[src/rtl/ctb_map.svh]
// Register offsets, field positions, reset values and divider counts
`ifndef CTB_MAP_SVH
`define CTB_MAP_SVH
`define CTB_ADDR_MODE_CFG 8'h89
`define CTB_ADDR_T0_LOW 8'h8a
`define CTB_ADDR_T1_LOW 8'h8b
`define CTB_ADDR_T0_HIGH 8'h8c
`define CTB_ADDR_T1_HIGH 8'h8d
`define CTB_ADDR_CLOCK_CFG 8'h8e
`define CTB_RST_BYTE 8'h00
`define CTB_CLOCK_CFG_MASK 8'h1b
`define CTB_BIT_TIMER1_GATE_ENABLE 7
`define CTB_BIT_CT1 6
`define CTB_POS_MODE1 4
`define CTB_BIT_TIMER0_GATE_ENABLE 3
`define CTB_BIT_CT0 2
`define CTB_POS_MODE0 0
`define CTB_BIT_T1_SYSTEM_CLOCK 4
`define CTB_BIT_T0_SYSTEM_CLOCK 3
`define CTB_POS_PRESCALE 0
`define CTB_DIV_4_LAST 6'h03
`define CTB_DIV_12_LAST 6'h0b
`define CTB_DIV_48_LAST 6'h2f
`define CTB_EXT_DIV_LAST 3'h7
`endif

[src/rtl/ctb_pkg.sv]
// Types shared by the counter/timer bank
package ctb_pkg;
    typedef enum logic [1:0] {
        CTB_MODE_13BIT = 2'h0,
        CTB_MODE_16BIT = 2'h1,
        CTB_MODE_RELOAD = 2'h2,
        CTB_MODE_SPLIT = 2'h3
    } ctb_mode_e;

    typedef enum logic [1:0] {
        CTB_UCLK_SYS = 2'h0,
        CTB_UCLK_DIV2 = 2'h1,
        CTB_UCLK_DIV12 = 2'h2,
        CTB_UCLK_EXT8 = 2'h3
    } ctb_uclk_e;

    // Control of one of timers 2-4
    typedef struct packed {
        logic run;
        logic upper_timer_counter_select;
        ctb_uclk_e upper_timer_clock_select;
        logic decrement_enable;
    } ctb_upcfg_s;
endpackage : ctb_pkg

[src/rtl/ctb_core.sv]
// Counter/timer bank: two legacy timers and three up/down timers
`timescale 1ns/1ns
`include "ctb_map.svh"

// How it works
// - Gate off: count while run set; gate on: also need interrupt input high.
// - Counter select 1 counts count-pin falling edges; 0 uses chosen clock.
// - Timer 1 mode: 13-bit, 16-bit, 8-bit auto-reload, or inactive.
// - Timer 0 mode: 13-bit, 16-bit, 8-bit auto-reload, or two 8-bit timers.
// - Timer 1 clock select: 1 system clock, 0 prescaled; ignored as counter.
// - Timer 0 clock select: 1 system clock, 0 prescaled; ignored as counter.
// - Prescale field: divide by 12, 4, 48, or external clock by 8.
// - Unused clock-config bits 7-5 and 2 read zero, writes ignored.
// - Legacy counts are readable, writable low and high bytes, reset zero.
// - Timers 2-4 each hold a 16-bit count of low and high byte.
// - Upper counter select 0 uses internal clock, 1 counts pin falling edges.
// - Upper clock select: system clock, divided by 2, by 12, external by 8.
// - With decrement enable, direction pin high counts up, low counts down.
// - With decrement enable, direction pin only steers, never reloads.
// - Timers 2,3 give converter start triggers; timers 2-4 give output triggers.
// - Second serial port baud from timer 1 only; first selects timer 1-4.
// - 13-bit mode uses high byte and five low bits, flags wrap to zero.
// - Auto-reload: low byte counts, on wrap flags and reloads from high byte.
// - Split mode high byte runs on internal clock, timer 1 run, flags timer 1.
// - Setting run never clears counts; counting resumes from held value.
module ctb_core (
    input wire logic clk_sys,
    input wire logic reset,
    input wire logic [7:0] sfr_addr,
    input wire logic sfr_wr,
    input wire logic [7:0] sfr_wdata,
    output logic [7:0] sfr_rdata,
    input wire logic timer0_run,
    input wire logic timer1_run,
    input wire logic ext_irq0_input,
    input wire logic ext_irq1_input,
    input wire logic timer0_count_pin,
    input wire logic timer1_count_pin,
    input wire logic ext_osc_clk,
    input wire ctb_pkg::ctb_upcfg_s [2:0] upper_timer_cfg,
    input wire logic [2:0] upper_timer_count_pin,
    input wire logic [2:0] upper_timer_direction_pin,
    input wire logic [2:0] upper_timer_load,
    input wire logic [15:0] upper_timer_load_value,
    input wire logic [1:0] uart0_baud_select,
    output logic [2:0][15:0] upper_timer_count,
    output logic timer0_overflow,
    output logic timer1_overflow,
    output logic [2:0] upper_timer_overflow,
    output logic [1:0] adc_trigger,
    output logic [2:0] dac_trigger,
    output logic uart1_baud_tick,
    output logic uart0_baud_tick
);
    import ctb_pkg::*;

    localparam int NPIN = 11;
    localparam int P_T0 = 0;
    localparam int P_T1 = 1;
    localparam int P_I0 = 2;
    localparam int P_I1 = 3;
    localparam int P_OSC = 4;
    localparam int P_UC = 5;
    localparam int P_UD = 8;

    ////////////////////////////////////////////////////////////////////////
    // Pin synchronisers; levels use the second stage, edges the second and third
    logic [NPIN-1:0] pin_raw, sync1, sync2, sync3;
    logic [NPIN-1:0] pin_fall;
    assign pin_raw = {upper_timer_direction_pin, upper_timer_count_pin, ext_osc_clk,
                      ext_irq1_input, ext_irq0_input, timer1_count_pin, timer0_count_pin};
    always_ff @(posedge clk_sys) begin
        if (reset) begin
            sync1 <= '0;
            sync2 <= '0;
            sync3 <= '0;
        end else begin
            sync1 <= pin_raw;
            sync2 <= sync1;
            sync3 <= sync2;
        end
    end
    assign pin_fall = sync3 & ~sync2;

    ////////////////////////////////////////////////////////////////////////
    // Prescalers
    logic [5:0] div4, div12, div48, next_div4, next_div12, next_div48;
    logic [2:0] ext8, next_ext8;
    logic div2, next_div2;
    logic tick4, tick12, tick48, tick_ext8, osc_rise;
    assign tick4 = (div4 == `CTB_DIV_4_LAST);
    assign tick12 = (div12 == `CTB_DIV_12_LAST);
    assign tick48 = (div48 == `CTB_DIV_48_LAST);
    assign osc_rise = sync2[P_OSC] & ~sync3[P_OSC];
    assign tick_ext8 = osc_rise && (ext8 == `CTB_EXT_DIV_LAST);
    always_comb begin
        next_div4 = tick4 ? 6'h00 : div4 + 6'h01;
        next_div12 = tick12 ? 6'h00 : div12 + 6'h01;
        next_div48 = tick48 ? 6'h00 : div48 + 6'h01;
        next_ext8 = osc_rise ? ext8 + 3'h1 : ext8;
        next_div2 = ~div2;
    end
    always_ff @(posedge clk_sys) begin
        if (reset) begin
            div4 <= 6'h00;
            div12 <= 6'h00;
            div48 <= 6'h00;
            ext8 <= 3'h0;
            div2 <= 1'b0;
        end else begin
            div4 <= next_div4;
            div12 <= next_div12;
            div48 <= next_div48;
            ext8 <= next_ext8;
            div2 <= next_div2;
        end
    end

    ////////////////////////////////////////////////////////////////////////
    // Registers and legacy timers
    logic [7:0] mode_cfg, clock_cfg, tl0, th0, tl1, th1;
    logic [7:0] next_mode_cfg, next_clock_cfg, next_tl0, next_th0, next_tl1, next_th1;
    logic [7:0] next_rdata;
    logic next_ovf0, next_ovf1, next_baud1;
    logic pre_tick, en0, en1, inc0, inc1, inc_th0, split;
    logic [16:0] st0, st1;
    ctb_mode_e mode0, mode1;
    assign mode0 = ctb_mode_e'(mode_cfg[`CTB_POS_MODE0 +: 2]);
    assign mode1 = ctb_mode_e'(mode_cfg[`CTB_POS_MODE1 +: 2]);
    assign split = (mode0 == CTB_MODE_SPLIT);

    // One count step: {wrap, high, low}
    function automatic logic [16:0] ctb_step(input ctb_mode_e m, input logic [7:0] lo, input logic [7:0] hi);
        logic [16:0] r;
        r = {1'b0, hi, lo};
        case (m)
            CTB_MODE_13BIT: begin
                r[4:0] = lo[4:0] + 5'h01;
                if (lo[4:0] == 5'h1f) begin
                    r[15:8] = hi + 8'h01;
                    r[16] = (hi == 8'hff);
                end
            end
            CTB_MODE_16BIT: r = {1'b0, hi, lo} + 17'h00001;
            CTB_MODE_RELOAD: begin
                if (lo == 8'hff) begin
                    r[7:0] = hi;
                    r[16] = 1'b1;
                end else begin
                    r[7:0] = lo + 8'h01;
                end
            end
            default: begin
                r[7:0] = lo + 8'h01;
                r[16] = (lo == 8'hff);
            end
        endcase
        return r;
    endfunction : ctb_step

    always_comb begin
        case (clock_cfg[`CTB_POS_PRESCALE +: 2])
            2'h0: pre_tick = tick12;
            2'h1: pre_tick = tick4;
            2'h2: pre_tick = tick48;
            default: pre_tick = tick_ext8;
        endcase
        en0 = timer0_run && (!mode_cfg[`CTB_BIT_TIMER0_GATE_ENABLE] || sync2[P_I0]);
        inc0 = en0 && (mode_cfg[`CTB_BIT_CT0] ? pin_fall[P_T0] :
                       (clock_cfg[`CTB_BIT_T0_SYSTEM_CLOCK] || pre_tick));
        // In split mode timer 1 runs by its mode alone and takes no pin clock
        if (split) begin
            en1 = 1'b1;
            inc1 = (mode1 != CTB_MODE_SPLIT) && (clock_cfg[`CTB_BIT_T1_SYSTEM_CLOCK] || pre_tick);
        end else begin
            en1 = timer1_run && (!mode_cfg[`CTB_BIT_TIMER1_GATE_ENABLE] || sync2[P_I1]);
            inc1 = en1 && (mode1 != CTB_MODE_SPLIT) &&
                   (mode_cfg[`CTB_BIT_CT1] ? pin_fall[P_T1] :
                    (clock_cfg[`CTB_BIT_T1_SYSTEM_CLOCK] || pre_tick));
        end
        inc_th0 = split && timer1_run && (clock_cfg[`CTB_BIT_T0_SYSTEM_CLOCK] || pre_tick);
        st0 = ctb_step(mode0, tl0, th0);
        st1 = ctb_step(mode1, tl1, th1);
        next_tl0 = tl0;
        next_th0 = th0;
        next_tl1 = tl1;
        next_th1 = th1;
        next_ovf0 = 1'b0;
        next_ovf1 = 1'b0;
        next_baud1 = 1'b0;
        // Counts continue from whatever is held; run never clears them
        if (inc0) begin
            next_tl0 = st0[7:0];
            next_th0 = split ? th0 : st0[15:8];
            next_ovf0 = st0[16];
        end
        if (inc_th0) begin
            next_th0 = th0 + 8'h01;
            next_ovf1 = (th0 == 8'hff);
        end
        if (inc1) begin
            next_tl1 = st1[7:0];
            next_th1 = st1[15:8];
            next_baud1 = st1[16];
            if (!split) begin
                next_ovf1 = st1[16];
            end
        end
        next_mode_cfg = mode_cfg;
        next_clock_cfg = clock_cfg;
        // A write wins over a count step in the same cycle
        if (sfr_wr) begin
            case (sfr_addr)
                `CTB_ADDR_MODE_CFG: next_mode_cfg = sfr_wdata;
                `CTB_ADDR_T0_LOW: next_tl0 = sfr_wdata;
                `CTB_ADDR_T1_LOW: next_tl1 = sfr_wdata;
                `CTB_ADDR_T0_HIGH: next_th0 = sfr_wdata;
                `CTB_ADDR_T1_HIGH: next_th1 = sfr_wdata;
                `CTB_ADDR_CLOCK_CFG: next_clock_cfg = sfr_wdata & `CTB_CLOCK_CFG_MASK;
                default: next_mode_cfg = mode_cfg;
            endcase
        end
        case (sfr_addr)
            `CTB_ADDR_MODE_CFG: next_rdata = mode_cfg;
            `CTB_ADDR_T0_LOW: next_rdata = tl0;
            `CTB_ADDR_T1_LOW: next_rdata = tl1;
            `CTB_ADDR_T0_HIGH: next_rdata = th0;
            `CTB_ADDR_T1_HIGH: next_rdata = th1;
            `CTB_ADDR_CLOCK_CFG: next_rdata = clock_cfg;
            default: next_rdata = 8'h00;
        endcase
    end

    always_ff @(posedge clk_sys) begin
        if (reset) begin
            mode_cfg <= `CTB_RST_BYTE;
            clock_cfg <= `CTB_RST_BYTE;
            tl0 <= `CTB_RST_BYTE;
            th0 <= `CTB_RST_BYTE;
            tl1 <= `CTB_RST_BYTE;
            th1 <= `CTB_RST_BYTE;
            sfr_rdata <= 8'h00;
            timer0_overflow <= 1'b0;
            timer1_overflow <= 1'b0;
            uart1_baud_tick <= 1'b0;
        end else begin
            mode_cfg <= next_mode_cfg;
            clock_cfg <= next_clock_cfg;
            tl0 <= next_tl0;
            th0 <= next_th0;
            tl1 <= next_tl1;
            th1 <= next_th1;
            sfr_rdata <= next_rdata;
            timer0_overflow <= next_ovf0;
            timer1_overflow <= next_ovf1;
            uart1_baud_tick <= next_baud1;
        end
    end

    ////////////////////////////////////////////////////////////////////////
    // Timers 2-4
    logic [2:0] utick, next_uovf;
    logic [2:0][15:0] next_ucount;
    genvar g;
    generate
        for (g = 0; g < 3; g++) begin : g_upper
            logic clk_tick, up;
            always_comb begin
                case (upper_timer_cfg[g].upper_timer_clock_select)
                    CTB_UCLK_SYS: clk_tick = 1'b1;
                    CTB_UCLK_DIV2: clk_tick = div2;
                    CTB_UCLK_DIV12: clk_tick = tick12;
                    default: clk_tick = tick_ext8;
                endcase
                utick[g] = upper_timer_cfg[g].run && (upper_timer_cfg[g].upper_timer_counter_select ?
                           pin_fall[P_UC+g] : clk_tick);
                // Direction pin only steers; its edges are never used here
                up = !upper_timer_cfg[g].decrement_enable || sync2[P_UD+g];
                next_ucount[g] = upper_timer_count[g];
                next_uovf[g] = 1'b0;
                if (upper_timer_load[g]) begin
                    next_ucount[g] = upper_timer_load_value;
                end else if (utick[g]) begin
                    next_ucount[g] = up ? upper_timer_count[g] + 16'h0001 : upper_timer_count[g] - 16'h0001;
                    next_uovf[g] = up ? (upper_timer_count[g] == 16'hffff) : (upper_timer_count[g] == 16'h0000);
                end
            end
        end
    endgenerate

    always_ff @(posedge clk_sys) begin
        if (reset) begin
            upper_timer_count <= '0;
            upper_timer_overflow <= 3'h0;
        end else begin
            upper_timer_count <= next_ucount;
            upper_timer_overflow <= next_uovf;
        end
    end

    assign adc_trigger = upper_timer_overflow[1:0];
    assign dac_trigger = upper_timer_overflow;
    always_comb begin
        case (uart0_baud_select)
            2'h0: uart0_baud_tick = uart1_baud_tick;
            2'h1: uart0_baud_tick = upper_timer_overflow[0];
            2'h2: uart0_baud_tick = upper_timer_overflow[1];
            default: uart0_baud_tick = upper_timer_overflow[2];
        endcase
    end

    logic wr_t0, wr_t1;
    assign wr_t0 = sfr_wr && (sfr_addr == `CTB_ADDR_T0_LOW || sfr_addr == `CTB_ADDR_T0_HIGH);
    assign wr_t1 = sfr_wr && (sfr_addr == `CTB_ADDR_T1_LOW || sfr_addr == `CTB_ADDR_T1_HIGH);
endmodule : ctb_core

[config.mk]
export PLATFORM = sky130hd
export DESIGN_NAME = ctb_core
export DESIGN_NICKNAME = d
export VERILOG_FILES = /design/src/rtl/ctb_pkg.sv /design/src/rtl/ctb_core.sv
export VERILOG_INCLUDE_DIRS = /design/src /design/src/rtl
export SDC_FILE = /design/constraint.sdc
export NUM_CORES = 1
export LEC_CHECK = 0
export ABC_AREA = 0
export BUFFER_PORTS_ARGS = -buffer_cell sky130_fd_sc_hd__buf_2
export CAP_MARGIN = 5
export CORE_MARGIN = 10
export CORE_UTILIZATION = 60
export DETAILED_ROUTE_END_ITERATION = 16
export PLACE_DENSITY = 0.83
export SYNTH_ARGS = -nofsm -noshare
export SYNTH_HDL_FRONTEND = slang
export SYNTH_SLANG_ARGS = --single-unit
[constraint.sdc]
create_clock -name clk_sys -period 6.5 [get_ports clk_sys]
set_input_delay 1.3 -clock clk_sys [delete_from_list [all_inputs] [get_ports clk_sys]]
set_output_delay 1.3 -clock clk_sys [all_outputs]
set_load 0.02 [all_outputs]
==> impl_metrics.py <==
metrics = {
    "outcome": {
        "status": "finished clean",
    },
    "placed_design": {
        "pre_cts_slack_ps": 2340,
        "port_buffers": 135,
        "gp_congestion": 0.973,
        "place_hpwl_mm": 21.3,
    },
    "grt": {
        "grt_use_met1_pct": 32.8,
        "grt_use_total_pct": 25.9,
        "met3_usage_pct": 4.82,
        "grt_max_degree": 68,
        "top_usage_layer": "met2",
        "grt_pass1_wl_mm": 47.1,
        "antenna_found_initial": 0,
        "first_global_vias": 9219,
        "overflow": 0,
        "met2_usage_pct": 43.0,
    },
    "logic_synthesis": {
        "syn_inst": 1218,
        "synth_seq_area_share_pct": 31.8,
        "postSynthAreaPerCell_sq_um": 8.06,
        "synth_area_sq_um": 9820,
        "yosys.cell_types.count": 83,
        "synth_async_sr_flop_share_pct": 0,
        "ys_warn_count": 0,
        "ys_ff_latch": 156,
        "syn_nets": 1342,
        "synth-edff-count": 0,
        "dominantRegCellSynth": "dfxtp_1",
    },
    "routing": {
        "wire_per_inst_microns": 18.8,
        "avgViaCountPerCell": 6.35,
        "dr.pass1.iters": 7,
        "antenna_left": 0,
        "postRouteWirelength_mm": 29.1,
        "drc": 0,
        "vias": 9808,
        "drt_iter0_drc": 1022,
    },
    "timing": {
        "holdWs_ps": 438,
        "setup_tns_ps": 0,
        "period_share_pct": 58.0,
        "slew-limit-headroom_pct": 36.7,
        "setup_ws_ps": 2730,
        "clock_skew_ps": 11.4,
        "rsz0062_at_grt": "no",
        "fmax_mhz": 265,
        "hold_viol_final": 0,
        "period_needed_ps": 3770,
        "setup_viol": 0,
        "tightest_slew_ps": 944,
        "slew_viol_final": 0,
    },
    "clock_tree": {
        "cts_setup_buffers": 0,
        "path_clk_slew_ps": 60,
        "insertion_delay_ps": 430,
        "cts_tree": "yes",
        "cts-root-buf": "clkbuf_16",
        "cts_buffer_depth": 2,
        "cts_buffers": 17,
        "hold_buffers": 0,
        "postCtsResizedCells": 0,
        "htreeDepth": 4,
        "cts_num_sinks": 156,
    },
    "worst_setup_path": {
        "r2r_slack_ps": 3350,
        "worstPathArrival_ps": 4110,
        "crit_fanout": 14,
        "cp.required_ps": 6830,
        "start_kind": "primary input",
        "end_kind": "register",
        "critPathKind": "primary input to register",
    },
    "finish": {
        "nets": 1441,
        "multi_input_area_sq_um": 6270,
        "diodes": 0,
        "final_util_pct": 69.7,
        "area_growth_pct": 13.1,
        "seq_area_sq_um": 3120,
        "n_fill_cell": 1301,
        "drive_gt1_share_pct": 15.0,
    },
    "die": {
        "core-area_sq_um": 15900,
        "initial_core_util_pct": 61.6,
        "die_width_microns": 148,
        "dieHeight_microns": 148,
        "pin_count": 136,
        "num_rows": 46,
        "fp.dieArea_sq_um": 21900,
    },
    "pwr": {
        "leakagePower_nw": 4.52,
        "power.total_mw": 2.42,
        "p_per_area_nw_per_um2": 218,
        "ir_drop_uv": 204,
    },
    "flow_run": {
        "max-cap-violations": 0,
    },
    "hold_path": {
        "min_path_type": "register to register",
    },
}
==> where the power goes <==
group / internal, mW / leakage, nW / switching [mW]
Clock: 0.509 / 0.266 / 0.432
Sequential: 0.993 / 1.28 / 0.0457
Combinational: 0.172 / 2.98 / 0.267
Total: 1.67 / 4.52 / 0.745
==> worst max-delay path, stage by stage <==
cell	delay (ps)
buf_2	70
or2b_1	290
inv_1	410
ha_1	390
a211oi_2	290
o21bai_2	170
a211o_1	290
a31oi_1	210
xnor2_1	110
or3_1	310
a311oi_1	260
==> stage by stage <==
stage	instances	cell area (sq um)
3_5_place_dp	1514	10600
4_1_cts	1545	11100
3_3_place_gp	1514	10600
2_1_floorplan	1218	9820
5_1_grt	1545	11100
6_report	1545	11100
==> synthesized netlist by cell type, types with 30 or more instances <==
master	count	share of area (%)
clkbuf_1	40	1.5
a21oi_1	106	5.4
nand2_1	100	3.8
o21ai_0	58	3.0
nor2_1	122	4.7
mux2i_1	30	3.1
nor2b_1	46	2.9
nand3_1	35	1.8
ha_1	53	6.8
inv_1	39	1.5
nor3_1	37	1.9
dfxtp_1	156	32
==> sequential cells by signal, summed over array words and instances, names as in the netlist <==
register and count:
sync2 11, upper_timer_count 48, ext8 3, div12 6, tl1 8, uart1_baud_tick 1, div4 6, clock_cfg 4
sync3 6, th1 8, timer0_overflow 1, tl0 8, sync1 11, th0 8, div2 1, div48 6
timer1_overflow 1, dac_trigger 3, sfr_rdata 8, mode_cfg 8
==> cell type report <==
class                      count  share of cell area, %
multi-input combinational    958                   56.5
sequential                   156                   28.1
timing repair buffer         142                   6.58
clock buffer                  19                   3.99
tap                          216                   2.43
inverter                      42                   1.42
clock inverter                12                  0.958
==> layout by cell type (no fill, tap or decap), drive strengths merged, types with 10 or more instances in the layout <==
master,instances
a211oi,26
a21oi,107
a22oi,10
a31oi,17
and3,22
buf,142
clkbuf,19
dfxtp,156
ha,53
inv,45
mux2i,30
nand2,100
nand2b,18
nand3,35
nand4,23
nor2,122
nor2b,46
nor3,37
nor4,23
o211ai,10
o21a,16
o21ai,59
o311ai,11
xnor2,24
xor2,23
==> cells by family (layout without fill, tap and decap cells) <==
group	Yosys count	count (layout)	synth area share [%]
and+or+nand+nor	468	468	24.3
AOI/OAI and AO/OA	354	354	24.5
DFF	156	156	31.8
buffers and inverters	104	215	4.36
adders and majority gates	56	56	7.37
xor gates and xnor gates	47	47	4.19
muxes	33	33	3.52
==> routing by layer <==
| layer | share of wire (%) | wire length [microns] |
|---|---|---|
| met2 | 47 | 13700 |
| met4 | 2.7 | 788 |
| met1 | 42 | 12200 |
| met5 | 0 | 0 |
| met3 | 8.2 | 2380 |
==> final timing paths <==
path | startpoint | end | cells past startpoint
max | upper_timer_cfg[5] | upper_timer_count[31] | 11
min | sync1[0] | sync2[0] | 1
max reg2reg | sync2[9] | upper_timer_count[31] | 10
min reg2reg | sync1[0] | sync2[0] | 1
No activity file was read; power rests on OpenSTA's default activity.
